**config.mk**
```make
export PLATFORM = sky130hd
export DESIGN_NAME = rfq_top
export DESIGN_NICKNAME = d
export VERILOG_FILES = /design/src/logic/rfq_top.v /design/src/logic/rfq_steer.v /design/src/logic/rfq_queue.v
export VERILOG_INCLUDE_DIRS = /design/src /design/src/logic
export SDC_FILE = /design/constraint.sdc
export NUM_CORES = 1
export LEC_CHECK = 0
export BUFFER_PORTS_ARGS = -buffer_cell sky130_fd_sc_hd__buf_2
export CAP_MARGIN = 20
export CORE_AREA = 2 2 135 104
export DETAILED_ROUTE_END_ITERATION = 10
export DIE_AREA = 0 0 137 106
export GPL_TIMING_DRIVEN = 0
export PLACE_DENSITY = 0.81
export SYNTH_ARGS = -nofsm -noshare
export SYNTH_HDL_FRONTEND = slang
export SYNTH_SLANG_ARGS = --single-unit
```
**constraint.sdc**
```tcl
create_clock -name CORE_CLK_I -period 6.1 [get_ports CORE_CLK_I]
set_input_delay 1.22 -clock CORE_CLK_I [delete_from_list [all_inputs] [get_ports CORE_CLK_I]]
set_output_delay 1.22 -clock CORE_CLK_I [all_outputs]
set_load 0.1 [all_outputs]
```
**src/logic/rfq_defines.vh**
```
/*
 Register offsets, field positions, reset values and command codes for the
 receive flush/inhibit and dual receive queue controller.
 Assumes inclusion by bare name from the design modules; definitions only.
*/
//
// Behaviour
// - Flush selected and pin high discards frame
// - Flushed frame restores write pointer to saved
// - Flush only before receive threshold crossed
// - Inhibit: finish frame, release token, hold
// - Timers and state machines run during inhibit
// - Select bits: 01 flush, 10 inhibit, reset 0
// - Status bits 10 and 9 read zero
// - Old single-frame command 0x40 is ignored
// - Mode register one bit 15 reads zero
// - Bit 11 enables two queues, else queue one
// - Both selections zero means single queue
// - Queue two zero takes all but queue one's type
// - Queue one zero: nothing into queue one
// - Four-bit codes select frame classes
// - Non-SMT excludes MAC, void unless promiscuous
// - Steering only for frames passing copy criteria
// - Equal selections force single queue one
// - Subset overlap: queue one selection wins
// - Commands 20h, 21h, 3Fh clear queue locks
// - Separate data-present outputs per queue
// - No read acknowledge while data-present low
// - Queue status bits 15-11 in two registers
// - Queue locks when buffer fills, until cleared
`ifndef RFQ_DEFINES_VH
`define RFQ_DEFINES_VH

// ----------------------------------------------------------------
// Register word addresses (one per register)
// ----------------------------------------------------------------
`define RFQ_OFS_MODE1      4'h0
`define RFQ_OFS_MODE3      4'h1
`define RFQ_OFS_FRSEL      4'h2
`define RFQ_OFS_CONTROL    4'h3
`define RFQ_OFS_COMMAND    4'h4
`define RFQ_OFS_STATUS2U   4'h5
`define RFQ_OFS_STATUS3U   4'h6
`define RFQ_OFS_PTR        4'h7

// ----------------------------------------------------------------
// Field positions
// ----------------------------------------------------------------
`define RFQ_MODE1_PROMISC  0
`define RFQ_MODE1_SFR      15
`define RFQ_MODE3_DUALQ    11
`define RFQ_CTL_ROLE_LO    0
`define RFQ_CTL_ROLE_HI    1
`define RFQ_ST_OVR         11
`define RFQ_ST_BFL         12
`define RFQ_ST_ABT         13
`define RFQ_ST_BMT         14
`define RFQ_ST_COMP        15

// ----------------------------------------------------------------
// Reset values and codes
// ----------------------------------------------------------------
`define RFQ_RST_16         16'h0000
`define RFQ_MODE1_MASK     16'h7FFF
`define RFQ_CMD_CLR_Q1     8'h20
`define RFQ_CMD_CLR_Q2     8'h21
`define RFQ_CMD_CLR_ALL    8'h3F
`define RFQ_CMD_OLD_SFR    8'h40
`define RFQ_ROLE_FLUSH     2'h1
`define RFQ_ROLE_INHIBIT   2'h2
`define RFQ_SEL_ANY        4'h0
`define RFQ_SEL_LLC        4'h1
`define RFQ_SEL_SMT        4'h2
`define RFQ_SEL_NONSMT     4'h3
`define RFQ_SEL_IMPL       4'h4
`define RFQ_SEL_MAC        4'h5
`define RFQ_SEL_SLLC       4'h6
`define RFQ_SEL_ALLC       4'h7
`define RFQ_SEL_VOID       4'h8
`define RFQ_SEL_ALLC_SMT   4'h9
`define RFQ_CLS_LLC_S      3'h0
`define RFQ_CLS_LLC_A      3'h1
`define RFQ_CLS_SMT        3'h2
`define RFQ_CLS_MAC        3'h3
`define RFQ_CLS_IMPL       3'h4
`define RFQ_CLS_VOID       3'h5
`define RFQ_QPTR_W         8
`define RFQ_HOST_SERVICE_REQUEST_LINES_Q1       3'h0
`define RFQ_HOST_SERVICE_REQUEST_LINES_Q2       3'h1

`endif

```
**src/logic/rfq_top.v**
```verilog
/*
 Receive flush / transmit inhibit pin control and dual receive queue top.
 Assumes an Avalon-MM master on the core clock and a receive/transmit
 engine that reports frame events as one-cycle pulses on the same clock.
*/
`timescale 1ns/1ps
`include "rfq_defines.vh"

module rfq_top (
	input wire CORE_CLK_I,
	input wire SYS_RST_I,
	input wire [3:0] AVS_ADDRESS_I,
	input wire AVS_READ_I,
	input wire AVS_WRITE_I,
	input wire [31:0] AVS_WRITEDATA_I,
	input wire [3:0] AVS_BYTEENABLE_I,
	output reg [31:0] AVS_READDATA_O,
	output reg AVS_WAITREQUEST_O,
	input wire FLUSH_INHIBIT_PIN_I,
	input wire RX_FRAME_START_I,
	input wire RX_BYTE_VALID_I,
	input wire RX_THRESHOLD_CROSSED_I,
	input wire RX_FRAME_END_I,
	input wire [2:0] RX_FRAME_CLASS_I,
	input wire RX_COPY_I,
	input wire TX_BUSY_I,
	input wire [2:0] HOST_SERVICE_REQUEST_I,
	input wire HOST_READ_REQ_I,
	output reg HOST_READ_ACK_O,
	output reg QUEUE_ONE_DATA_PRESENT_O,
	output reg QUEUE_TWO_DATA_PRESENT_O,
	output reg TX_PERMIT_O,
	output reg TOKEN_RELEASE_O
);

	// ----------------------------------------------------------------
	// Registers
	// ----------------------------------------------------------------
	reg [15:0] mode1_q; // Mode register one
	reg [15:0] mode3_q; // Mode register three
	reg [15:0] frsel_q; // Frame type select
	reg [1:0] role_q; // Pin role select bits
	reg pin_m_q, pin_q; // Pin synchroniser
	reg [15:0] rd_mux; // Read data mux
	reg in_frame_q; // Frame reception active
	reg flush_q; // Current frame marked flushed
	reg thr_q; // Threshold crossed this frame
	reg inhibit_q; // Inhibit held
	reg tx_busy_q; // Transmitter busy last cycle
	reg q2_frame_q; // Frame steered into queue two
	reg steer_valid_q; // Steering fixed for this frame
	reg clr1_q, clr2_q; // Lock clear pulses
	reg clrs1_q, clrs2_q; // Status read clear pulses
	reg host_ack_d; // Acknowledge next value
	wire to_q1, to_q2;
	wire [7:0] wptr1, wptr2;
	wire pres1, pres2, ack1, ack2;
	wire [4:0] st1, st2;
	wire flush_mode, inhibit_mode;
	wire do_flush, wr1, wr2, ok1, ok2, fl1, fl2, rd1, rd2;
	wire acc;

	assign acc = (AVS_READ_I || AVS_WRITE_I) && AVS_WAITREQUEST_O;
	assign flush_mode = (role_q == `RFQ_ROLE_FLUSH) && pin_q;
	assign inhibit_mode = (role_q == `RFQ_ROLE_INHIBIT) && pin_q;
	// Flush only before threshold crossing
	assign do_flush = in_frame_q && (flush_q || (flush_mode && !thr_q && !RX_THRESHOLD_CROSSED_I));

	// ----------------------------------------------------------------
	// Pin synchroniser
	// ----------------------------------------------------------------
	always @(posedge CORE_CLK_I) begin
		if (SYS_RST_I) begin
			pin_m_q <= 1'b0;
			pin_q <= 1'b0;
		end else begin
			pin_m_q <= FLUSH_INHIBIT_PIN_I;
			pin_q <= pin_m_q;
		end
	end

	// ----------------------------------------------------------------
	// Receive frame tracking
	// ----------------------------------------------------------------
	always @(posedge CORE_CLK_I) begin
		if (SYS_RST_I) begin
			in_frame_q <= 1'b0;
			flush_q <= 1'b0;
			thr_q <= 1'b0;
			q2_frame_q <= 1'b0;
			steer_valid_q <= 1'b0;
		end else begin
			if (RX_FRAME_START_I) begin
				in_frame_q <= 1'b1;
				flush_q <= 1'b0;
				thr_q <= 1'b0;
				steer_valid_q <= 1'b1;
				q2_frame_q <= to_q2; // Class known at start
			end else if (RX_FRAME_END_I) begin
				in_frame_q <= 1'b0;
				steer_valid_q <= 1'b0;
			end else begin
				if (do_flush) begin
					flush_q <= 1'b1;
				end
				if (RX_THRESHOLD_CROSSED_I) begin
					thr_q <= 1'b1;
				end
			end
		end
	end

	// Byte writes go to the steered queue unless flushed
	assign wr1 = RX_BYTE_VALID_I && in_frame_q && !do_flush && !q2_frame_q && steer_valid_q && to_q1;
	assign wr2 = RX_BYTE_VALID_I && in_frame_q && !do_flush && q2_frame_q;
	assign ok1 = RX_FRAME_END_I && in_frame_q && !do_flush && !q2_frame_q && to_q1;
	assign ok2 = RX_FRAME_END_I && in_frame_q && !do_flush && q2_frame_q;
	assign fl1 = RX_FRAME_END_I && in_frame_q && (do_flush || (!q2_frame_q && !to_q1));
	assign fl2 = RX_FRAME_END_I && in_frame_q && do_flush && q2_frame_q;
	// Reads count only while the queue's present output shows data
	assign rd1 = HOST_READ_REQ_I && (HOST_SERVICE_REQUEST_I == `RFQ_HOST_SERVICE_REQUEST_LINES_Q1) && QUEUE_ONE_DATA_PRESENT_O;
	assign rd2 = HOST_READ_REQ_I && (HOST_SERVICE_REQUEST_I == `RFQ_HOST_SERVICE_REQUEST_LINES_Q2) && QUEUE_TWO_DATA_PRESENT_O;

	// ----------------------------------------------------------------
	// Steering and queues
	// ----------------------------------------------------------------
	rfq_steer u_steer (
		.cls_i(RX_FRAME_CLASS_I),
		.copy_i(RX_COPY_I),
		.promisc_i(mode1_q[`RFQ_MODE1_PROMISC]),
		.dual_i(mode3_q[`RFQ_MODE3_DUALQ]),
		.sel1_i(frsel_q[3:0]),
		.sel2_i(frsel_q[7:4]),
		.to_q1_o(to_q1),
		.to_q2_o(to_q2)
	);

	rfq_queue u_q1 (
		.clk_i(CORE_CLK_I),
		.rst_i(SYS_RST_I),
		.wr_i(wr1),
		.frame_start_i(RX_FRAME_START_I),
		.frame_ok_i(ok1),
		.frame_flush_i(fl1),
		.rd_i(rd1),
		.clr_lock_i(clr1_q),
		.clr_stat_i(clrs1_q),
		.wptr_o(wptr1),
		.present_o(pres1),
		.rd_ack_o(ack1),
		.wr_ok_o(),
		.stat_o(st1)
	);

	rfq_queue u_q2 (
		.clk_i(CORE_CLK_I),
		.rst_i(SYS_RST_I),
		.wr_i(wr2),
		.frame_start_i(RX_FRAME_START_I),
		.frame_ok_i(ok2),
		.frame_flush_i(fl2),
		.rd_i(rd2),
		.clr_lock_i(clr2_q),
		.clr_stat_i(clrs2_q),
		.wptr_o(wptr2),
		.present_o(pres2),
		.rd_ack_o(ack2),
		.wr_ok_o(),
		.stat_o(st2)
	);

	// ----------------------------------------------------------------
	// Transmit inhibit and host outputs
	// ----------------------------------------------------------------
	always @(posedge CORE_CLK_I) begin
		if (SYS_RST_I) begin
			inhibit_q <= 1'b0;
			tx_busy_q <= 1'b0;
			TX_PERMIT_O <= 1'b1;
			TOKEN_RELEASE_O <= 1'b0;
			HOST_READ_ACK_O <= 1'b0;
			QUEUE_ONE_DATA_PRESENT_O <= 1'b0;
			QUEUE_TWO_DATA_PRESENT_O <= 1'b0;
		end else begin
			// Only new starts are gated; timers live elsewhere and run on
			inhibit_q <= inhibit_mode;
			tx_busy_q <= TX_BUSY_I;
			TX_PERMIT_O <= !inhibit_mode;
			TOKEN_RELEASE_O <= inhibit_mode && ((tx_busy_q && !TX_BUSY_I) || (!inhibit_q && !TX_BUSY_I));
			HOST_READ_ACK_O <= host_ack_d;
			QUEUE_ONE_DATA_PRESENT_O <= pres1;
			QUEUE_TWO_DATA_PRESENT_O <= pres2 && mode3_q[`RFQ_MODE3_DUALQ];
		end
	end

	// Acknowledge only for a queue with data
	always @* begin
		host_ack_d = ack1 || ack2;
	end

	// ----------------------------------------------------------------
	// Avalon-MM slave: one wait cycle, answer on second
	// ----------------------------------------------------------------
	always @* begin
		case (AVS_ADDRESS_I)
			`RFQ_OFS_MODE1: rd_mux = mode1_q & `RFQ_MODE1_MASK;
			`RFQ_OFS_MODE3: rd_mux = mode3_q;
			`RFQ_OFS_FRSEL: rd_mux = frsel_q;
			`RFQ_OFS_CONTROL: rd_mux = {14'h0000, role_q};
			`RFQ_OFS_STATUS2U: rd_mux = {st1, 11'h000};
			`RFQ_OFS_STATUS3U: rd_mux = {st2, 11'h000};
			`RFQ_OFS_PTR: rd_mux = {wptr2, wptr1};
			default: rd_mux = 16'h0000;
		endcase
	end

	always @(posedge CORE_CLK_I) begin
		if (SYS_RST_I) begin
			AVS_WAITREQUEST_O <= 1'b1;
			AVS_READDATA_O <= 32'h00000000;
			mode1_q <= `RFQ_RST_16;
			mode3_q <= `RFQ_RST_16;
			frsel_q <= `RFQ_RST_16;
			role_q <= 2'h0;
			clr1_q <= 1'b0;
			clr2_q <= 1'b0;
			clrs1_q <= 1'b0;
			clrs2_q <= 1'b0;
		end else begin
			clr1_q <= 1'b0;
			clr2_q <= 1'b0;
			clrs1_q <= 1'b0;
			clrs2_q <= 1'b0;
			AVS_WAITREQUEST_O <= !(acc && AVS_WAITREQUEST_O);
			if (acc && AVS_READ_I) begin
				AVS_READDATA_O <= {16'h0000, rd_mux};
				clrs1_q <= (AVS_ADDRESS_I == `RFQ_OFS_STATUS2U);
				clrs2_q <= (AVS_ADDRESS_I == `RFQ_OFS_STATUS3U);
			end
			// Writes land at the edge that completes the transfer
			if (AVS_WRITE_I && !AVS_WAITREQUEST_O && AVS_BYTEENABLE_I[0]) begin
				case (AVS_ADDRESS_I)
					`RFQ_OFS_MODE1: mode1_q[7:0] <= AVS_WRITEDATA_I[7:0];
					`RFQ_OFS_MODE3: mode3_q[7:0] <= AVS_WRITEDATA_I[7:0];
					`RFQ_OFS_FRSEL: frsel_q[7:0] <= AVS_WRITEDATA_I[7:0];
					`RFQ_OFS_CONTROL: role_q <= AVS_WRITEDATA_I[1:0];
					`RFQ_OFS_COMMAND: begin
						// Old single-frame code falls to default
						case (AVS_WRITEDATA_I[7:0])
							`RFQ_CMD_CLR_Q1: clr1_q <= 1'b1;
							`RFQ_CMD_CLR_Q2: clr2_q <= 1'b1;
							`RFQ_CMD_CLR_ALL: begin
								clr1_q <= 1'b1;
								clr2_q <= 1'b1;
							end
							default: clr1_q <= 1'b0;
						endcase
					end
					default: clr2_q <= 1'b0;
				endcase
			end
			if (AVS_WRITE_I && !AVS_WAITREQUEST_O && AVS_BYTEENABLE_I[1]) begin
				case (AVS_ADDRESS_I)
					`RFQ_OFS_MODE1: mode1_q[15:8] <= AVS_WRITEDATA_I[15:8];
					`RFQ_OFS_MODE3: mode3_q[15:8] <= AVS_WRITEDATA_I[15:8];
					`RFQ_OFS_FRSEL: frsel_q[15:8] <= AVS_WRITEDATA_I[15:8];
					default: clrs1_q <= 1'b0;
				endcase
			end
		end
	end

endmodule

```
**src/logic/rfq_steer.v**
```verilog
/*
 Frame class to receive queue steering.
 Assumes the class and copy flag are stable from frame start to frame end.
*/
`timescale 1ns/1ps
`include "rfq_defines.vh"

module rfq_steer (
	input wire [2:0] cls_i,
	input wire copy_i,
	input wire promisc_i,
	input wire dual_i,
	input wire [3:0] sel1_i,
	input wire [3:0] sel2_i,
	output reg to_q1_o,
	output reg to_q2_o
);

	// ----------------------------------------------------------------
	// Class match against one selection code
	// ----------------------------------------------------------------
	function match;
		input [3:0] sel;
		input [2:0] cls;
		input promisc;
		begin
			case (sel)
				`RFQ_SEL_LLC: match = (cls == `RFQ_CLS_LLC_S) || (cls == `RFQ_CLS_LLC_A);
				`RFQ_SEL_SMT: match = (cls == `RFQ_CLS_SMT);
				`RFQ_SEL_NONSMT: match = (cls != `RFQ_CLS_SMT) &&
					(promisc || ((cls != `RFQ_CLS_MAC) && (cls != `RFQ_CLS_VOID)));
				`RFQ_SEL_IMPL: match = (cls == `RFQ_CLS_IMPL);
				`RFQ_SEL_MAC: match = (cls == `RFQ_CLS_MAC);
				`RFQ_SEL_SLLC: match = (cls == `RFQ_CLS_LLC_S);
				`RFQ_SEL_ALLC: match = (cls == `RFQ_CLS_LLC_A);
				`RFQ_SEL_VOID: match = (cls == `RFQ_CLS_VOID);
				`RFQ_SEL_ALLC_SMT: match = (cls == `RFQ_CLS_LLC_A) || (cls == `RFQ_CLS_SMT);
				default: match = 1'b0; // Reserved codes match nothing
			endcase
		end
	endfunction

	reg m1; // Queue one selection matches
	reg m2; // Queue two selection matches
	reg single; // Effective single queue mode

	// Steering decision
	always @* begin
		m1 = match(sel1_i, cls_i, promisc_i);
		m2 = match(sel2_i, cls_i, promisc_i);
		single = !dual_i || (sel1_i == sel2_i);
		to_q1_o = 1'b0;
		to_q2_o = 1'b0;
		if (!copy_i) begin
			to_q1_o = 1'b0;
		end else if (single) begin
			to_q1_o = 1'b1;
		end else if (sel1_i == `RFQ_SEL_ANY) begin
			to_q2_o = m2;
		end else if (sel2_i == `RFQ_SEL_ANY) begin
			to_q1_o = m1;
			to_q2_o = !m1;
		end else if (m1) begin
			to_q1_o = 1'b1;
		end else begin
			to_q2_o = m2;
		end
	end

endmodule

```
**src/logic/rfq_queue.v**
```verilog
/*
 One receive queue's pointers, lock and status flags.
 Assumes one write and one read request per cycle at most.
*/
`timescale 1ns/1ps
`include "rfq_defines.vh"

module rfq_queue (
	input wire clk_i,
	input wire rst_i,
	input wire wr_i,
	input wire frame_start_i,
	input wire frame_ok_i,
	input wire frame_flush_i,
	input wire rd_i,
	input wire clr_lock_i,
	input wire clr_stat_i,
	output reg [7:0] wptr_o,
	output wire present_o,
	output wire rd_ack_o,
	output wire wr_ok_o,
	output wire [4:0] stat_o
);

	reg [7:0] swptr_q; // Saved start-of-frame pointer
	reg [7:0] rptr_q; // Read pointer
	reg [7:0] cptr_q; // End of last complete frame
	reg lock_q; // Locked against input
	reg comp_q, bmt_q, abt_q, ovr_q; // Sticky flags

	assign present_o = (rptr_q != cptr_q);
	assign rd_ack_o = rd_i && present_o;
	assign wr_ok_o = !lock_q;
	assign stat_o = {comp_q, bmt_q, abt_q, lock_q, ovr_q};

	// ----------------------------------------------------------------
	// Pointer, lock and flag update
	// ----------------------------------------------------------------
	always @(posedge clk_i) begin
		if (rst_i) begin
			wptr_o <= 8'h00;
			swptr_q <= 8'h00;
			rptr_q <= 8'h00;
			cptr_q <= 8'h00;
			lock_q <= 1'b0;
			comp_q <= 1'b0;
			bmt_q <= 1'b0;
			abt_q <= 1'b0;
			ovr_q <= 1'b0;
		end else begin
			if (frame_start_i) begin
				swptr_q <= wptr_o;
			end
			if (frame_flush_i) begin
				wptr_o <= swptr_q;
			end else if (wr_i && !lock_q) begin
				wptr_o <= wptr_o + 8'h01;
			end
			// Set wins over clear
			if (wr_i && !lock_q && (wptr_o + 8'h01 == rptr_q)) begin
				lock_q <= 1'b1;
			end else if (clr_lock_i) begin
				lock_q <= 1'b0;
			end
			if (frame_ok_i) begin
				cptr_q <= wptr_o;
			end
			if (rd_ack_o) begin
				rptr_q <= rptr_q + 8'h01;
			end
			comp_q <= frame_ok_i | (comp_q & !clr_stat_i);
			abt_q <= frame_flush_i | (abt_q & !clr_stat_i);
			ovr_q <= (wr_i & lock_q) | (ovr_q & !clr_stat_i);
			bmt_q <= (rd_ack_o && (rptr_q + 8'h01 == cptr_q)) | (bmt_q & !clr_stat_i);
		end
	end

endmodule

```
==> results.cfg <==
[place]
gp_congestion = 0.958
dp.cells = 1140
dp_hpwl_mm = 14.5
place_area_sq_mm = 0.00829
io_buffers = 57

[routing]
wirelength_mm = 20.3
wl_per_cell_um = 17.3
via_per_inst = 5.89
route.detailed.drc = 0
vias = 6910
ant_nets = 0
drt_iter0_markers = 623
firstDrtPassIters = 6

[power]
irDropWorstVdd_mv = 0.221
pwr-share-comb = 0.079
internal_power_mw = 1.65
p_leak_nw = 3.37
clockPowerShare = 0.457
p_sw_frac = 0.266
seqPwrFrac = 0.464
p_sw_mw = 0.597
cellPowerDensity_mw_per_mm2 = 254

[worst_setup_path]
crit_arrival_ns = 3.44
cp_max_fo = 10
worstPathRequired_ns = 6.46
end_kind = flop
path_class = primary input to flop
critPathLaunchType = primary input

[floorplan]
die_x_um = 137
core_area_sq_mm = 0.0133
die-area_sq_mm = 0.0145
rows = 37
boundaryPins = 96
die_h_um = 106
start_util = 0.579

[grt]
grt_pass1_wl_mm = 32.5
grt_use_total = 0.285
grt_pass1_vias = 6387
grt_use_met1 = 0.401
grtUsageMet2 = 0.429
grt-ovfl-total = 0
grt_max_degree = 17
antenna_found_initial = 0
busiest_layer = met2
use_met3 = 0.0639

[outcome]
status = completed

[sta]
rsz0062_at_grt = no
finalHoldViolations = 0
skew_ns = 0.0102
setup-tns-final_ns = 0
slew_headroom = 0.293
maxSlewViolCount = 0
fin_crit_sh = 0.504
layout_min_cycle_time_ns = 3.07
fmax_ghz = 0.325
worst_pin_slew_ns = 1.06
finalSetupViolCount = 0

[cells_and_area]
antenna_cells = 0
fin_area_sq_mm = 0.00885
area_growth_pct = 14.6
layout_common_cells = dfxtp_1 (157), nor2_1 (154), mux2i_1 (78)
fillers = 1095
finalCoreUtilization = 0.664
layout.cells.non_filler = 1173
drive_gt1_frac = 0.131
nNetsFinal = 1047
final_common_cell = dfxtp_1

[clock_tree]
cts-root-buf = clkbuf_16
ctsHoldBuffers = 0
clockBufferDepth = 2
cts_buffers = 17
cts.clk_slew.worst_paths_ns = 0.07
htreeDepth = 4
cts_resized = 0
clk-insertion-delay-late_ns = 0.42
cts.sinks = 157
cts_tree = done
cts_setup_buffers = 0

[synthesis]
synth_seq_cells = 157
yosysTopAreaCellShare = 0.407
synth-edff-count = 0
synth_ff_type = dfxtp_1
synth_top_cell_by_area = dfxtp_1
avgSynthCellArea_sq_um = 8.65
async_reset_ff_frac = 0
synth.area.top_cells = dfxtp_1 (41%), mux2i_1 (10%), nor2_1 (7.5%), xor2_1 (4.0%), xnor2_1 (3.9%)
netlist_area_sq_mm = 0.00773
synthCells = 893
synth.distinct_cells = 67
ys_seq_area_frac = 0.407
ys_warn_count = 0

[flow_run]
cap_viol_max_count = 0

[min_path]
min_path_type = flop to flop
-- kinds of logic (layout without fill, tap and decap cells) --
group,after synthesis,after routing,synth area share
flip-flops,157,157,0.407
XOR/XNOR,69,69,0.0782
buffers and inverters,93,183,0.0583
adder cells (fa/ha/maj),4,4,0.00648
AO/OA/AOI/OAI,158,158,0.138
other,1,16,0.000485
AND/OR/NAND/NOR,330,330,0.206
multiplexers,81,81,0.105
-- final timing paths --
kind / slack [ns] / start / end / cells after the start
worst max register to register: 3.62 / u_q1.rptr_q[2]$_SDFFE_PP0P_ / u_q1.rptr_q[7]$_SDFFE_PP0P_ / 9
worst max-delay path: 3.03 / AVS_ADDRESS_I[0] / AVS_READDATA_O[4]$_SDFFE_PP0P_ / 9
worst min-delay path: 0.45 / pin_m_q$_SDFF_PP0_ / pin_q$_SDFF_PP0_ / 1
worst min register to register: 0.45 / pin_m_q$_SDFF_PP0_ / pin_q$_SDFF_PP0_ / 1
-- per-layer routing --
layer	vias up	wire length (um)
met1	3249	9140
met2	318	8990
met4	0	467
met5	-	0
li1	3295	-
met3	48	1690
-- power by group through the flow --
stage          logic [mW]  clock network [mW]  registers, mW
3_3_place_gp        0.172                   0           1.07
6_report            0.178                1.03           1.04
3_5_place_dp        0.174                   0           1.07
2_1_floorplan       0.122                   0           1.07
5_1_grt             0.188                1.07           1.04
4_1_cts             0.175                1.03           1.04
-- layout make-up --
class | count | area, sq um | share of cell area
clock inverter | 14 | 133 | 0.0150
buffer | 77 | 390 | 0.0441
sequential | 157 | 3140 | 0.355
timing repair buffer | 58 | 290 | 0.0328
inverter | 16 | 60.1 | 0.00678
clock buffer | 18 | 429 | 0.0485
multi-input combinational | 658 | 4190 | 0.473
tap | 175 | 219 | 0.0247
-- flip-flops by register name, indices dropped and copies added, names as in the netlist, 2 cells and up --
name,flops
frsel_q,16
mode1_q,15
mode3_q,16
u_q2.swptr_q,8
u_q1.swptr_q,8
AVS_READDATA_O,16
u_q2.wptr_o,8
u_q2.cptr_q,8
u_q2.rptr_q,8
u_q1.wptr_o,8
role_q,2
u_q1.cptr_q,8
u_q1.rptr_q,8
-- worst max-delay path, cell delays in order --
cell	delay (ns)
buf_2	0.12
clkbuf_1	0.23
nor4_1	0.55
clkbuf_2	0.29
clkbuf_1	0.48
a22oi_1	0.16
a21oi_1	0.23
a21oi_1	0.06
nor2_1	0.09
-- synthesized netlist by cell type (all sizes together), types with 3 or more instances --
cell and n:
a211oi 5, o22ai 4, a221oi 8, nand4 13
o21ai 24, mux2i 78, inv 16, nor3b 6
nand3 23, or3 7, a22oi 24, a222oi 6
buf 33, nor2 154, o41ai 3, and2 4
xor2 35, nor3 15, nor2b 9, a21oi 56
mux2 3, nand2 49, ha 4, a22o 4
a31oi 5, nand2b 13, and4 3, xnor2 34
dfxtp 157, and3 12, nor4 10, clkbuf 44
-- metrics by stage --
step / worst slack, ns / total power [mW] / hold WS, ns
final: 3.03 / 2.25 / 0.450
after global routing: 2.92 / 2.30 / 0.464
after CTS: 3.00 / 2.24 / 0.453
after detailed placement: 2.60 / 1.24 / 0.438
after global placement: 2.60 / 1.24 / 0.420
after floorplan: 3.05 / 1.19 / 0.414
Power figures use the tool's default switching activity.
